===== src/common/pwr_pkg.sv =====
// Purpose: Shared constants and types of the halt/idle power sequencer
// Assumes: 32-bit AXI4-Lite register bus, one register per aligned word
// Notes: All register fields sit in the low byte except the 16-bit TIMER value
package pwr_pkg;
    localparam logic [7:0] ADDR_PORTG = 8'h00;
    localparam logic [7:0] ADDR_INT_CTRL = 8'h04;
    localparam logic [7:0] ADDR_CAN_BUS = 8'h08;
    localparam logic [7:0] ADDR_M_WAKE_EN = 8'h0C;
    localparam logic [7:0] ADDR_LWKEN = 8'h10;
    localparam logic [7:0] ADDR_LWKPND = 8'h14;
    localparam logic [7:0] ADDR_MWKPND = 8'h18;
    localparam logic [7:0] ADDR_STATUS = 8'h1C;
    localparam logic [7:0] ADDR_TIMER = 8'h20;
    localparam int HALT_BIT = 7;
    localparam int IDLE_BIT = 6;
    localparam int TPEND_BIT = 5;
    localparam int TEN_BIT = 4;
    localparam int CAN_WAKE_BIT = 7;
    localparam int CAN_RX_EN_LO = 0;
    localparam int CAN_RX_EN_HI = 1;
    localparam logic [3:0] INSTR_DIV = 4'hA;
    localparam logic [3:0] DIV_LAST = 4'(INSTR_DIV - 4'h1);
    localparam int TMR_W = 16;
    localparam int TOGGLE_BIT = 12;
    localparam logic [15:0] STARTUP_LOAD = 16'h0100;
    localparam logic [15:0] TMR_RESET = 16'hFFFF;
    localparam logic [1:0] RESP_OKAY = 2'h0;
    localparam logic [1:0] RESP_SLVERR = 2'h2;

    typedef enum logic [1:0] {ST_RUN, ST_IDLE, ST_HALT, ST_STARTUP} pwr_state_t;
    typedef enum logic [3:0] {R_NONE, R_PORTG, R_INT_CTRL, R_CAN_BUS, R_M_WAKE_EN, R_LWKEN,
                              R_LWKPND, R_MWKPND, R_STATUS, R_TIMER} reg_sel_t;
    typedef struct packed {
        logic main_comp_en;
        logic wake_comp_en;
        logic vref_en;
        logic vref_oe_n;
    } can_ctrl_t;
endpackage : pwr_pkg


===== src/rtl/instr_clock_div.sv =====
// Purpose: Instruction tick from the oscillator clock
// Assumes: run is low while the oscillator is stopped or weak
// Notes: tick is a one-cycle pulse every ten running cycles
`timescale 1ns/10ps
module instr_clock_div (
    // Clock and reset
    input wire logic aclk,
    input wire logic aresetn,
    input wire logic ce,
    // Control
    input wire logic run,
    output logic tick
);
    logic [3:0] cnt_q;
    logic [3:0] gap_q;

    always_ff @(posedge aclk) begin
        if (!aresetn) begin
            cnt_q <= 4'h0;
            tick <= 1'b0;
        end else if (ce) begin
            tick <= 1'b0;
            if (run) begin
                if (cnt_q == pwr_pkg::DIV_LAST) begin
                    cnt_q <= 4'h0;
                    tick <= 1'b1;
                end else begin
                    cnt_q <= cnt_q + 4'h1;
                end
            end
        end
    end

    // Cycles since the last tick, saturating, so the spacing check needs no long repetition
    always_ff @(posedge aclk) begin
        if (!aresetn) begin
            gap_q <= 4'hF;
        end else if (ce) begin
            if (tick) begin
                gap_q <= 4'h0;
            end else if (gap_q != 4'hF) begin
                gap_q <= gap_q + 4'h1;
            end
        end
    end
endmodule : instr_clock_div


===== src/rtl/idle_timer_ctr.sv =====
// Purpose: Free running down counter of instruction ticks
// Assumes: load has priority over counting
// Notes: toggle_q pulses for one cycle when a decrement changes bit twelve
`timescale 1ns/10ps
module idle_timer_ctr (
    // Clock and reset
    input wire logic aclk,
    input wire logic aresetn,
    input wire logic ce,
    // Control
    input wire logic tick,
    input wire logic count_en,
    input wire logic load,
    input wire logic [15:0] load_val,
    // State
    output logic [15:0] value_q,
    output logic toggle_q
);
    logic [15:0] next_v;

    assign next_v = value_q - 16'h0001;

    always_ff @(posedge aclk) begin
        if (!aresetn) begin
            value_q <= pwr_pkg::TMR_RESET;
            toggle_q <= 1'b0;
        end else if (ce) begin
            toggle_q <= 1'b0;
            if (load) begin
                value_q <= load_val;
            end else if (tick && count_en) begin
                value_q <= next_v;
                toggle_q <= next_v[pwr_pkg::TOGGLE_BIT] ^ value_q[pwr_pkg::TOGGLE_BIT];
            end
        end
    end
endmodule : idle_timer_ctr


===== src/rtl/halt_idle_power_control.sv =====
// Purpose: HALT and IDLE sequencing, wakeup pending logic and CAN power steps
// Assumes: aclk is the oscillator clock; pins are synchronous to it
// Notes: Unmapped addresses answer SLVERR; writes use byte lane 0 only
//
// Decided for this implementation: the address map and the AXI4-Lite interface to the registers.
`timescale 1ns/10ps
module halt_idle_power_control #(
    parameter bit HALT_ENABLE = 1'b1
) (
    // Clock, reset, enable
    input wire logic aclk,
    input wire logic aresetn,
    input wire logic ce,
    // AXI4-Lite write
    input wire logic [7:0] awaddr,
    input wire logic awvalid,
    output logic awready,
    input wire logic [31:0] wdata,
    input wire logic [3:0] wstrb,
    input wire logic wvalid,
    output logic wready,
    output logic [1:0] bresp,
    output logic bvalid,
    input wire logic bready,
    // AXI4-Lite read
    input wire logic [7:0] araddr,
    input wire logic arvalid,
    output logic arready,
    output logic [31:0] rdata,
    output logic [1:0] rresp,
    output logic rvalid,
    input wire logic rready,
    // Oscillator and wake pins
    input wire logic osc_ok,
    input wire logic [7:0] port_l_pins,
    input wire logic [7:0] port_m_pins,
    // Power and interrupt outputs
    output logic osc_enable,
    output logic core_clk_enable,
    output logic idle_timer_irq,
    output pwr_pkg::can_ctrl_t can_ctrl
);
    pwr_pkg::pwr_state_t state_q, state_d;
    pwr_pkg::reg_sel_t wsel, rsel;
    logic [7:0] aw_addr_q;
    logic [7:0] w_data_q;
    logic w_strb_q, aw_have_q, w_have_q;
    logic wr_fire, wr_byte, portg_wr, halt_wr, idle_wr, halt_ok;
    logic [7:0] pin_l_q, pin_m_q, rise_l, rise_m;
    logic [7:0] pend_l_q, pend_m_q, lwken_q, m_wake_en_q;
    logic [1:0] can_bus_ctrl_q;
    logic t_pend_q, int_en_q;
    logic wake_l, wake_m, wake_any, idle_wake, halt_wake, can_off;
    logic tick, tmr_toggle, tmr_zero, tmr_load;
    logic [15:0] tmr_val, tmr_load_val;
    logic [31:0] rd_val;

    function automatic pwr_pkg::reg_sel_t reg_sel(input logic [7:0] a);
        if (a == pwr_pkg::ADDR_PORTG) reg_sel = pwr_pkg::R_PORTG;
        else if (a == pwr_pkg::ADDR_INT_CTRL) reg_sel = pwr_pkg::R_INT_CTRL;
        else if (a == pwr_pkg::ADDR_CAN_BUS) reg_sel = pwr_pkg::R_CAN_BUS;
        else if (a == pwr_pkg::ADDR_M_WAKE_EN) reg_sel = pwr_pkg::R_M_WAKE_EN;
        else if (a == pwr_pkg::ADDR_LWKEN) reg_sel = pwr_pkg::R_LWKEN;
        else if (a == pwr_pkg::ADDR_LWKPND) reg_sel = pwr_pkg::R_LWKPND;
        else if (a == pwr_pkg::ADDR_MWKPND) reg_sel = pwr_pkg::R_MWKPND;
        else if (a == pwr_pkg::ADDR_STATUS) reg_sel = pwr_pkg::R_STATUS;
        else if (a == pwr_pkg::ADDR_TIMER) reg_sel = pwr_pkg::R_TIMER;
        else reg_sel = pwr_pkg::R_NONE;
    endfunction : reg_sel

    // Bus write channel: address and data may arrive in either order
    assign wsel = reg_sel(aw_addr_q);
    assign wr_fire = aw_have_q && w_have_q && !bvalid;
    assign wr_byte = wr_fire && w_strb_q;

    always_ff @(posedge aclk) begin
        if (!aresetn) begin
            awready <= 1'b1;
            wready <= 1'b1;
            aw_have_q <= 1'b0;
            w_have_q <= 1'b0;
            aw_addr_q <= 8'h00;
            w_data_q <= 8'h00;
            w_strb_q <= 1'b0;
            bvalid <= 1'b0;
            bresp <= pwr_pkg::RESP_OKAY;
        end else if (ce) begin
            if (awvalid && awready) begin
                aw_addr_q <= awaddr;
                aw_have_q <= 1'b1;
                awready <= 1'b0;
            end
            if (wvalid && wready) begin
                w_data_q <= wdata[7:0];
                w_strb_q <= wstrb[0];
                w_have_q <= 1'b1;
                wready <= 1'b0;
            end
            if (wr_fire) begin
                aw_have_q <= 1'b0;
                w_have_q <= 1'b0;
                bvalid <= 1'b1;
                bresp <= (wsel == pwr_pkg::R_NONE) ? pwr_pkg::RESP_SLVERR : pwr_pkg::RESP_OKAY;
            end
            if (bvalid && bready) begin
                bvalid <= 1'b0;
                awready <= 1'b1;
                wready <= 1'b1;
            end
        end
    end

    // Bus read channel
    assign rsel = reg_sel(araddr);

    always_comb begin
        rd_val = 32'h0000_0000;
        case (rsel)
            pwr_pkg::R_PORTG: begin
                rd_val[pwr_pkg::HALT_BIT] = (state_q == pwr_pkg::ST_HALT) || (state_q == pwr_pkg::ST_STARTUP);
                rd_val[pwr_pkg::IDLE_BIT] = (state_q == pwr_pkg::ST_IDLE);
            end
            pwr_pkg::R_INT_CTRL: begin
                rd_val[pwr_pkg::TPEND_BIT] = t_pend_q;
                rd_val[pwr_pkg::TEN_BIT] = int_en_q;
            end
            pwr_pkg::R_CAN_BUS: rd_val[1:0] = can_bus_ctrl_q;
            pwr_pkg::R_M_WAKE_EN: rd_val[7:0] = m_wake_en_q;
            pwr_pkg::R_LWKEN: rd_val[7:0] = lwken_q;
            pwr_pkg::R_LWKPND: rd_val[7:0] = pend_l_q;
            pwr_pkg::R_MWKPND: rd_val[7:0] = pend_m_q;
            pwr_pkg::R_STATUS: rd_val[3:0] = {osc_enable, core_clk_enable, 2'(state_q)};
            pwr_pkg::R_TIMER: rd_val[15:0] = tmr_val;
            default: rd_val = 32'h0000_0000;
        endcase
    end

    always_ff @(posedge aclk) begin
        if (!aresetn) begin
            arready <= 1'b1;
            rvalid <= 1'b0;
            rdata <= 32'h0000_0000;
            rresp <= pwr_pkg::RESP_OKAY;
        end else if (ce) begin
            if (arvalid && arready) begin
                arready <= 1'b0;
                rvalid <= 1'b1;
                rdata <= rd_val;
                rresp <= (rsel == pwr_pkg::R_NONE) ? pwr_pkg::RESP_SLVERR : pwr_pkg::RESP_OKAY;
            end else if (rvalid && rready) begin
                rvalid <= 1'b0;
                arready <= 1'b1;
            end
        end
    end

    // Control registers written by software
    always_ff @(posedge aclk) begin
        if (!aresetn) begin
            lwken_q <= 8'h00;
            m_wake_en_q <= 8'h00;
            can_bus_ctrl_q <= 2'h0;
            int_en_q <= 1'b0;
        end else if (ce && wr_byte) begin
            if (wsel == pwr_pkg::R_LWKEN) lwken_q <= w_data_q;
            if (wsel == pwr_pkg::R_M_WAKE_EN) m_wake_en_q <= w_data_q;
            if (wsel == pwr_pkg::R_CAN_BUS) can_bus_ctrl_q <= w_data_q[1:0];
            if (wsel == pwr_pkg::R_INT_CTRL) int_en_q <= w_data_q[pwr_pkg::TEN_BIT];
        end
    end

    // Wakeup edges; the CAN line on port M bit 7 only counts with its comparator on
    assign rise_l = port_l_pins & ~pin_l_q;
    assign rise_m = port_m_pins & ~pin_m_q & {m_wake_en_q[pwr_pkg::CAN_WAKE_BIT], 7'h7F};

    // Pending flags: a new edge wins over a clear written in the same cycle
    always_ff @(posedge aclk) begin
        if (!aresetn) begin
            pin_l_q <= 8'h00;
            pin_m_q <= 8'h00;
            pend_l_q <= 8'h00;
            pend_m_q <= 8'h00;
            t_pend_q <= 1'b0;
        end else if (ce) begin
            pin_l_q <= port_l_pins;
            pin_m_q <= port_m_pins;
            if (wr_byte && wsel == pwr_pkg::R_LWKPND) pend_l_q <= (pend_l_q & w_data_q) | rise_l;
            else pend_l_q <= pend_l_q | rise_l;
            if (wr_byte && wsel == pwr_pkg::R_MWKPND) pend_m_q <= (pend_m_q & w_data_q) | rise_m;
            else pend_m_q <= pend_m_q | rise_m;
            if (tmr_toggle) t_pend_q <= 1'b1;
            else if (wr_byte && wsel == pwr_pkg::R_INT_CTRL) t_pend_q <= w_data_q[pwr_pkg::TPEND_BIT];
        end
    end

    assign wake_l = |(pend_l_q & lwken_q);
    assign wake_m = |(pend_m_q & m_wake_en_q);
    assign wake_any = wake_l || wake_m;
    assign halt_wake = wake_any;
    assign idle_wake = wake_l || (pend_m_q[pwr_pkg::CAN_WAKE_BIT] && m_wake_en_q[pwr_pkg::CAN_WAKE_BIT]);

    // Mode requests from the port data register
    assign portg_wr = wr_byte && (wsel == pwr_pkg::R_PORTG);
    assign halt_wr = portg_wr && w_data_q[pwr_pkg::HALT_BIT];
    assign idle_wr = portg_wr && w_data_q[pwr_pkg::IDLE_BIT] && !w_data_q[pwr_pkg::HALT_BIT];
    assign halt_ok = HALT_ENABLE && !wake_any;

    always_comb begin
        state_d = state_q;
        case (state_q)
            pwr_pkg::ST_RUN: begin
                if (halt_wr && halt_ok) state_d = pwr_pkg::ST_HALT;
                else if (idle_wr) state_d = pwr_pkg::ST_IDLE;
            end
            pwr_pkg::ST_IDLE: begin
                // Clearing the idle bit on a timer toggle is the same as leaving IDLE
                if (idle_wake || tmr_toggle) state_d = pwr_pkg::ST_RUN;
            end
            pwr_pkg::ST_HALT: begin
                if (halt_wake) state_d = pwr_pkg::ST_STARTUP;
            end
            pwr_pkg::ST_STARTUP: begin
                if (tmr_zero) state_d = pwr_pkg::ST_RUN;
            end
            default: state_d = pwr_pkg::ST_RUN;
        endcase
    end

    // Mode state and the clock gates that follow it
    always_ff @(posedge aclk) begin
        if (!aresetn) begin
            state_q <= pwr_pkg::ST_RUN;
            osc_enable <= 1'b1;
            core_clk_enable <= 1'b1;
        end else if (ce) begin
            state_q <= state_d;
            osc_enable <= (state_d != pwr_pkg::ST_HALT);
            core_clk_enable <= (state_d == pwr_pkg::ST_RUN);
        end
    end

    // Timer loads 256 on the HALT wakeup and the free-run value once released
    assign tmr_load = (state_q != state_d) &&
                      (state_d == pwr_pkg::ST_STARTUP || state_q == pwr_pkg::ST_STARTUP);
    assign tmr_load_val = (state_d == pwr_pkg::ST_STARTUP) ? pwr_pkg::STARTUP_LOAD : pwr_pkg::TMR_RESET;
    assign tmr_zero = (tmr_val == 16'h0000);

    instr_clock_div u_div (
        .aclk(aclk),
        .aresetn(aresetn),
        .ce(ce),
        .run(osc_enable && osc_ok),
        .tick(tick)
    );

    idle_timer_ctr u_tmr (
        .aclk(aclk),
        .aresetn(aresetn),
        .ce(ce),
        .tick(tick),
        .count_en(state_q != pwr_pkg::ST_HALT),
        .load(tmr_load),
        .load_val(tmr_load_val),
        .value_q(tmr_val),
        .toggle_q(tmr_toggle)
    );

    // Interrupt request and CAN transceiver power steps
    assign can_off = !can_bus_ctrl_q[pwr_pkg::CAN_RX_EN_LO] && !can_bus_ctrl_q[pwr_pkg::CAN_RX_EN_HI] &&
                     !m_wake_en_q[pwr_pkg::CAN_WAKE_BIT];

    always_ff @(posedge aclk) begin
        if (!aresetn) begin
            idle_timer_irq <= 1'b0;
            can_ctrl <= '0;
        end else if (ce) begin
            idle_timer_irq <= t_pend_q && int_en_q;
            can_ctrl.main_comp_en <= |can_bus_ctrl_q;
            can_ctrl.wake_comp_en <= m_wake_en_q[pwr_pkg::CAN_WAKE_BIT];
            can_ctrl.vref_en <= !can_off;
            can_ctrl.vref_oe_n <= can_off;
        end
    end
endmodule : halt_idle_power_control


===== config.mk =====
export PLATFORM = sky130hd
export DESIGN_NAME = halt_idle_power_control
export DESIGN_NICKNAME = d
export VERILOG_FILES = /design/src/common/pwr_pkg.sv /design/src/rtl/instr_clock_div.sv /design/src/rtl/idle_timer_ctr.sv /design/src/rtl/halt_idle_power_control.sv
export SDC_FILE = /design/constraint.sdc
export NUM_CORES = 1
export LEC_CHECK = 0
export BUFFER_PORTS_ARGS = -buffer_cell sky130_fd_sc_hd__buf_2
export CAP_MARGIN = 10
export CORE_MARGIN = 1.5
export CORE_UTILIZATION = 52
export CTS_BUF_LIST = sky130_fd_sc_hd__clkbuf_4 sky130_fd_sc_hd__clkbuf_8 sky130_fd_sc_hd__clkbuf_16
export CTS_CLUSTER_SIZE = 20
export DETAILED_ROUTE_END_ITERATION = 8
export HOLD_SLACK_MARGIN = 0.05
export PLACE_DENSITY = 0.77
export SLEW_MARGIN = 20
export SYNTH_ARGS = -nofsm -noshare
export SYNTH_HDL_FRONTEND = slang
export SYNTH_SLANG_ARGS = --single-unit
export TNS_END_PERCENT = 50

===== constraint.sdc =====
create_clock -name aclk -period 5.2 [get_ports aclk]
set_input_delay 0.78 -clock aclk [delete_from_list [all_inputs] [get_ports aclk]]
set_output_delay 0.78 -clock aclk [all_outputs]
set_load 0.02 [all_outputs]

==> After elaboration in Yosys (flattened, before gate mapping) <==
Cells that the tools add are included.
{ "totals": {"register_bits": 127, "input_bits": 77, "out_inout_bits": 48, "wordCells": 218} }
{ "op_classes": {"n_addsub": 2, "eq_ne": 40, "n_mux": 57, "bitwise_logic": 14, "reduce_logical": 71} }
{ "ops": {"columns": ["operator", "count"], "rows": [
  ["4-bit two-way mux", 19],
  ["8-bit by 5-bit == test with 1-bit output (second input constant)", 8],
  ["8-bit AND", 7],
  ["16-bit two-way mux", 3],
  ["2-bit case mux with 6 select lines", 3],
  ["2-bit AND reduction", 17],
  ["4-bit by 3-bit == test with 1-bit output (second input constant)", 8],
  ["8-bit by 4-bit == test with 1-bit output (second input constant)", 4],
  ["8-bit bitwise OR", 4],
  ["1-bit logical AND", 24],
  ["8-bit two-way mux", 3],
  ["1-bit two-way mux", 20],
  ["4-bit by 2-bit == test with 1-bit output (second input constant)", 4],
  ["8-bit by 3-bit == test with 1-bit output (second input constant)", 2],
  ["8-bit by 6-bit == test with 1-bit output (second input constant)", 2],
  ["16-bit logical NOT", 1],
  ["8-bit logical NOT", 2],
  ["8-bit NOT", 2],
  ["2-bit nonzero test", 8],
  ["8-bit OR reduction", 2],
  ["16-bit by 1-bit subtractor with 16-bit output (second input constant)", 1],
  ["2-bit two-way mux", 7],
  ["2-bit case mux with 7 select lines", 1],
  ["4-bit == test (second input constant)", 3],
  ["other kinds (13)", 29]
]} }

==> Depth between registers and ports, before layout <==
Gate-level depths: netlist of run 1.
{ "logic_depth": {"ltp_word": 22, "mapped_depth": 8, "mapped_depth_nobuf": 7} }

==> Cells and area by module <==
From an unflattened synthesis of run 1, not the netlist that was laid out.
{ "unflattened": {"hier_cells": 720, "area_unflattened_um2": 6334.8} }
{ "modules_own_cells": {"columns": ["mod", "instances", "cells_per_inst", "area_per_inst_um2", "seq_area_each_um2"], "rows": [
  ["halt_idle_power_control", 1, 549, 4949.7, 2062.0],
  ["idle_timer_ctr", 1, 146, 1152.4, 340.3],
  ["instr_clock_div", 1, 25, 232.7, 100.1]
]} }

==> Least setup slack after synthesis of run 1 <==
No wires, ideal clock.
{ "synth_timing": {"path_type": "input port to flip-flop", "startpoint": "input ce", "endpoint": "register t_pend_q", "setup_time_ps": 119, "arrival_time_ps": 2200, "required_ps": 5081, "slack_ps": 2881, "path_stages": 6, "path_buffers": 1, "cell_sequence": "buf_2 and4b_1 nand4_1 nor3_1 mux2_2 o221a_2"} }
{ "synth_via": {"elab_chain_cells": 1} }
{ "synth_lines": {"columns": ["element", "line_no", "text"], "rows": [
  ["start, declared", "halt_idle_power_control.sv:13", "input wire logic ce,"],
  ["2-bit AND reduction (no source line)", null, null],
  ["end signal, assigned", "halt_idle_power_control.sv:192", "else if (wr_byte && wsel == pwr_pkg::R_INT_CTRL) t_pend_q <= w_data_q[pwr_pkg::TPEND_BIT];"],
  ["end, declared", "halt_idle_power_control.sv:52", "logic t_pend_q, int_en_q;"]
]} }
No other way between the ends.
A chain may end at the register's enable or synchronous reset.

==> Worst setup path after layout of run 1 <==
{ "layout_timing": {"startpoint": "input ce", "endpoint": "register lwken_q[6]"} }
{ "layout_via": {"elab_chain_cells": 2} }
{ "layout_lines": {"columns": ["element", "line_no", "text"], "rows": [
  ["1-bit logical AND", "halt_idle_power_control.sv:164", "end else if (ce && wr_byte) begin"],
  ["2-bit AND reduction (no source line)", null, null],
  ["end signal, assigned", "halt_idle_power_control.sv:165", "if (wsel == pwr_pkg::R_LWKEN) lwken_q <= w_data_q;"],
  ["end, declared", "halt_idle_power_control.sv:50", "logic [7:0] pend_l_q, pend_m_q, lwken_q, m_wake_en_q;"]
]} }
No other way between the ends.

==> results of run 1 <==
layout by cell type (no fill, tap or decap), types with 17 or more instances in the layout:
cell type  count
conb_1        18
nor2_1        61
buf_2         79
dfxtp_1      125
nand3_1       31
a21oi_1       61
mux2i_1       46
nand2_1       62
clkbuf_16     17
o21ai_0       45
through the flow:
stage	instances	hold slack (ns)	setup slack (ns)	utilization, %
after floorplan	694	0.4318	2.881	-
after global placement	856	0.4387	2.021	56.65
after detailed placement	856	0.4537	1.951	56.65
after CTS	885	0.4591	2.366	62.05
after global routing	885	0.4840	2.181	62.13
final	885	0.4544	2.364	62.13
critical path, stage by stage:
cell     delay (ns)
buf_2          0.36
buf_4          0.52
and4b_1        0.35
and4b_1        0.26
and3_1         0.51
mux2i_1        0.26
nor2_1         0.06
power breakdown:
part | internal (mW) | switching (mW) | leakage [nW]
Sequential | 0.992 | 0.0332 | 1.02
Combinational | 0.0664 | 0.116 | 1.33
Clock | 0.783 | 0.409 | 0.288
Total | 1.84 | 0.558 | 2.64
metal layers:
layer | wire length [um] | vias up
li1 | - | 2559
met1 | 6416 | 2504
met2 | 7415 | 228
met3 | 1000 | 37
met4 | 448 | 0
met5 | 0 | -
flip-flops by register name, summed over array words and instances, names as in the netlist, 4 cells and up:
| register | cells |
|---|---|
| aw_addr_q | 8 |
| m_wake_en_q | 8 |
| w_data_q | 8 |
| pend_m_q | 8 |
| u_tmr.value_q | 16 |
| can_ctrl | 4 |
| pin_l_q | 8 |
| lwken_q | 8 |
| pin_m_q | 8 |
| rdata | 16 |
| u_div.cnt_q | 4 |
| pend_l_q | 8 |
cells by family after synthesis:
family | count (synthesis) | share of synthesized area (%)
and+or+nand+nor | 236 | 20.80
AOI/OAI and AO/OA | 188 | 20.61
DFF | 125 | 42.62
buffers and inverters | 72 | 6.456
muxes | 51 | 8.800
xor gates and xnor gates | 3 | 0.4476
adders and majority gates | 1 | 0.2130
other | 1 | 0.06386
how the worst max path moves through the flow:
stage                       endpoint  slack [ns]  start  cells after the start
after global routing      lwken_q[1]        2.18     ce                      7
after global placement      t_pend_q        2.02     ce                      7
after CTS                 lwken_q[6]        2.37     ce                      7
after floorplan             t_pend_q        2.88     ce                      6
final                     lwken_q[6]        2.36     ce                      7
after detailed placement  lwken_q[6]        1.95     ce                      7
cell type report:
cell class	count	area, um^2	share of cell area (%)
multi-input combinational	497	3063	45.08
sequential	125	2502	36.83
clock buffer	22	475.5	6.998
timing repair buffer	82	417.9	6.151
tap	140	175.2	2.578
clock inverter	7	115.1	1.694
inverter	12	45.04	0.6630
==> reports/qor.csv, run 1 <==
stage,metric,value,unit
status,outcome,"finished, final reports clean",
detailed_routing,ant_nets,0,
critical_path,start_kind,primary input,
detailed_routing,drc_errors,0,
flow_run,maxCapViolCount,0,
cts,clk_pin_slew,0.06,ns
sta,rsz0062_at_grt,no,
detailed_routing,drtIter0Drc,414,
synth,async_reset_ff_share,0,%
synth,syn_area,5872,um^2
cells_and_area,finalNetCount,813,
synth,yosysTopAreaCell,dfxtp_1,
cts,hold_buffers,0,
detailed_routing,first_pass_iters,6,
detailed_routing,viasPerCell,6.020,
critical_path,r2r-start,u_tmr.value_q[4],
cts,htreeDepth,4,
synth,yosys-top-cells-area,"dfxtp_1, mux2i_1, a21oi_1",
detailed_routing,vias,5328,
power,power.density,353.3,nW/um^2
critical_path,reg2reg_depth,5,
place,postPlaceCellArea,6195,um^2
detailed_routing,drt_wl_total,15280,um
cells_and_area,antenna_cells,0,
critical_path,required,5.48,ns
critical_path,r2r_setup_slack,2.59,ns
floorplanning,rows,38,
power,power,2.400,mW
grt,global_route.usage.met1,32.37,%
critical_path,end_kind,flop,
synth,syn_inst,677,
sta,finalSetupTns,0,ns
sta,slew_viol_final,0,
synth,avgSynthCellArea,8.673,um^2
synth,yosys_warnings,0,
sta,maxSlewHeadroom,38.15,%
cts,cts_tree,yes,
cells_and_area,fillCellCount,969,
synth,synth_most_common_cell,dfxtp_1,
cells_and_area,drive_above_1_share,17.72,%
floorplanning,io_pins,125,
detailed_routing,wire_per_inst,17.27,um
sta,hold_viol_final,0,
synth,synth_enable_flop_cells,0,
power,peakVddDrop,251.2,uV
grt,grt_max_degree,63,
floorplanning,die_area,11940,um^2
floorplanning,die_h,109.3,um
synth,synth-seq-area-share,42.62,%
grt,grt_remaining_overflow,0,
grt,grt_use_met2,45.18,%
grt,grtUsageMet3,6.455,%
cts,clockRootBuffer,clkbuf_16,
cts,ctsLongestPathBuffers,2,
grt,track_usage,26.94,%
grt,antenna_found_initial,0,
synth,synth_flop_cell,dfxtp_1,
critical_path,rr_endpoint,u_tmr.value_q[5],
synth,ys_ff_latch,125,
place,hpwlAfterDp,10660,um
min_path,hold_depth,2,
place,io_buffer_count,79,
sta,max_freq,352.6,MHz
cts,cts_setup_buffers,0,
grt,grt_busiest_layer,met2,
sta,fin_crit_sh,54.54,%
critical_path,crit_type,primary input to flop,
synth,yosys.area.top_type_share,42.62,%
grt,grt_pass1_wl,24800,um
grt,grt_pass1_vias,5113,
synth,yosys-top-cells-count,"dfxtp_1, nand2_1, a21oi_1, nor2_1, mux2i_1",
floorplanning,die_w,109.3,um
sta,setup_violations,0,
critical_path,arrival,3.12,ns
min_path,hold_path_class,flop to flop,
cts,clk_latency,0.42,ns
power,p_leak,2.641,nW
cts,cts_buffers,17,
floorplanning,core,10940,um^2
min_path,hold_start,rdata[12],
sta,tightestPinTransition,0.9215,ns
cells_and_area,area_growth_syn_to_layout,15.70,%
cells_and_area,fin_area,6794,um^2
place,gp_congestion,0.9242,
min_path,whs_endpoint,rdata[12],
cts,cts_sinks,125,
floorplanning,start_util,53.70,%
cts,post_cts_resized,0,
critical_path,cp_max_fo,44,
sta,skew,0.008626,ns
sta,finalCriticalPeriod,2.836,ns
synth,synth_cell_types,73,
No activity file was read; power rests on OpenSTA's default activity.
==> run 2: changes to the inputs <==
--- a/config.mk
+++ b/config.mk
@@ -5,10 +5,11 @@
 export SDC_FILE = /design/constraint.sdc
 export NUM_CORES = 1
 export LEC_CHECK = 0
+export ABC_AREA = 1
 export BUFFER_PORTS_ARGS = -buffer_cell sky130_fd_sc_hd__buf_2
 export CAP_MARGIN = 10
 export CORE_MARGIN = 1.5
-export CORE_UTILIZATION = 52
+export CORE_UTILIZATION = 50
 export CTS_BUF_LIST = sky130_fd_sc_hd__clkbuf_4 sky130_fd_sc_hd__clkbuf_8 sky130_fd_sc_hd__clkbuf_16
 export CTS_CLUSTER_SIZE = 20
 export DETAILED_ROUTE_END_ITERATION = 8
==> constraint.sdc (replaced) <==
create_clock -name aclk -period 2.6 [get_ports aclk]
set_input_delay 0.39 -clock aclk [delete_from_list [all_inputs] [get_ports aclk]]
set_output_delay 0.39 -clock aclk [all_outputs]
set_load 0.02 [all_outputs]
==> reports/qor.csv, run 2 <==
stage,metric,value,unit
cts,post_cts_resized,0,
cts,cts_tree,yes,
power,p_leak,3.134,nW
critical_path,end_kind,flop,
cells_and_area,finalNetCount,1060,
floorplanning,core,11910,um^2
sta,rsz0062_at_grt,no,
grt,antenna_found_initial,0,
power,peakVddDrop,460.5,uV
synth,yosys_warnings,0,
sta,fin_crit_sh,77.97,%
detailed_routing,viasPerCell,5.271,
place,hpwlAfterDp,10840,um
synth,yosys.area.top_type_share,41.19,%
critical_path,worstPathCellList,inv_1 > ha_1 > nand2_2 > nor2_4 > nand2_2 > nand2_2 > nand3_4 > nand3_4 > nand2_4 > inv_2 > nand2_1 > nand3_1,
critical_path,arrival,2.38,ns
synth,yosys-top-cells-count,"nand2_1, dfxtp_1, a21oi_1, nor2_1, o21ai_0",
floorplanning,rows,40,
detailed_routing,drc_errors,0,
synth,syn_area,6075,um^2
flow_run,maxCapViolCount,0,
critical_path,cp_slowest_cell,dfxtp_1,
cells_and_area,area_growth_syn_to_layout,17.24,%
sta,tightestPinTransition,0.6584,ns
place,gp_congestion,0.9172,
critical_path,crit_top_cell,nand2_2,
sta,setup_violations,0,
cells_and_area,fillCellCount,1184,
detailed_routing,first_pass_iters,5,
min_path,hold_path_class,primary input to flop,
cts,hold_buffers,0,
sta,hold_viol_final,0,
synth,synth_most_common_cell,nand2_1,
sta,slew_viol_final,0,
detailed_routing,wire_per_inst,13.50,um
power,power.density,674.6,nW/um^2
synth,ys_ff_latch,125,
synth,yosysTopAreaCell,dfxtp_1,
cts,htreeDepth,4,
detailed_routing,drt_wl_total,15410,um
grt,track_usage,25.28,%
cts,ctsLongestPathBuffers,2,
synth,yosys-top-cells-area,"dfxtp_1, nand2_1, a21oi_1",
critical_path,crit_type,flop to flop,
cts,clk_latency,0.43,ns
floorplanning,die_h,113.2,um
synth,syn_inst,910,
grt,grt_max_degree,51,
cts,clk_pin_slew,0.06,ns
status,outcome,"finished, final reports clean",
cells_and_area,antenna_cells,0,
floorplanning,die_w,113.2,um
synth,synth_cell_types,38,
cts,cts_setup_buffers,0,
cells_and_area,layout_common_cells,"nand2_1, dfxtp_1, a21oi_1",
critical_path,path_buf_inv,2,
cts,cts_buffers,17,
floorplanning,io_pins,125,
synth,async_reset_ff_share,0,%
detailed_routing,vias,6020,
critical_path,cp_max_fo,17,
place,dp_worst_setup_slack,0.6042,ns
floorplanning,die_area,12820,um^2
synth,avgSynthCellArea,6.675,um^2
power,power,4.804,mW
sta,skew,0.01149,ns
cells_and_area,drive_above_1_share,14.27,%
cells_and_area,final_common_cell,nand2_1,
critical_path,cpPeakStageDelay,0.32,ns
sta,finalSetupTns,0,ns
grt,grt_pass1_vias,5461,
sta,finalCriticalPeriod,2.027,ns
synth,synth-seq-area-share,41.19,%
cts,clockRootBuffer,clkbuf_16,
sta,setup_ws,0.5728,ns
detailed_routing,drtIter0Drc,352,
cts,cts_sinks,125,
synth,synth_flop_cell,dfxtp_1,
grt,grt_pass1_wl,25740,um
cells_and_area,top_regs,"rdata x16, u_tmr.value_q x16",
critical_path,required,2.96,ns
grt,grt_remaining_overflow,0,
critical_path,critPathTopFamily,simple AND/OR/NAND/NOR gates,
place,io_buffer_count,79,
sta,maxSlewHeadroom,56.04,%
floorplanning,start_util,51.00,%
detailed_routing,ant_nets,0,
synth,synth_enable_flop_cells,0,
critical_path,start_kind,flop,
sta,max_freq,493.3,MHz
[run 2: cell types whose count changed after synthesis, moves of 7 or more]
cell,previous run,this run
nand3_1,31,70
a22oi_1,11,1
nor2_1,61,82
a21oi_1,61,100
nand2_1,62,264
o21ai_0,45,79
nand3b_1,16,1
nand4_1,6,13
inv_1,11,67
mux2i_1,46,0
inv_2,0,7
[run 2: metal layers]
layer / track usage (%) / wire length (um) / up-vias
met5: 0 / 0 / -
met4: 11.50 / 347 / 0
met3: 5.142 / 999 / 27
met2: 40.57 / 7033 / 190
met1: 32.91 / 7032 / 2727
li1: - / - / 3076
[run 2: power breakdown]
group          internal, mW  switching (mW)
combinational         0.121           0.249
clock                  1.50           0.880
sequential             1.99          0.0635
[run 2: worst reg2reg max path, cell delays in order (launching register included)]
cell     delay [ns]
dfxtp_1        0.32
inv_1          0.14
ha_1           0.27
nand2_2        0.11
nor2_4         0.13
nand2_2        0.08
nand2_2        0.08
nand3_4        0.16
nand3_4        0.17
nand2_4        0.15
inv_2          0.20
nand2_1        0.09
nand3_1        0.07
[run 2: worst paths after layout]
kind	slack, ns	depth (start not counted)	startpoint	to
setup / recovery	0.57	12	u_tmr.value_q[0]	u_tmr.value_q[12]
hold / removal	0.21	3	awaddr[6]	aw_addr_q[6]
setup reg to reg	0.57	12	u_tmr.value_q[0]	u_tmr.value_q[12]
hold reg to reg	0.46	2	pin_l_q[2]	pin_l_q[2]
[run 2: metrics by stage]
stage,area (um^2),hold WS (ns),utilization [%],instances
finish,7122,0.2085,59.79,1142
global route,7122,0.2004,59.79,1142
CTS,7122,0.1984,59.79,1142
detailed placement,6515,0.4490,54.70,1110
global placement,6515,0.4364,54.70,1110
floorplan,6138,0.4237,-,927
[run 2: final cells by class]
class / instances / area, um^2 / area share, %
Clock inverter: 11 / 132.6 / 1.862
Multi-Input combinational cell: 675 / 3072 / 43.13
Sequential cell: 125 / 2502 / 35.14
Clock buffer: 21 / 474.2 / 6.658
Timing Repair Buffer: 88 / 475.5 / 6.676
Tap cell: 147 / 183.9 / 2.583
Inverter: 75 / 281.5 / 3.953
[run 2: cell families (layout without fill, tap and decap cells)]
family,count (synthesis),in the layout,synth area share (%)
xor gates and xnor gates,12,12,1.730
other,1,18,0.06173
AOI/OAI and AO/OA,189,189,15.86
adders and majority gates,1,1,0.2059
buffers and inverters,127,195,9.289
and+or+nand+nor,455,455,31.66
DFF,125,125,41.19
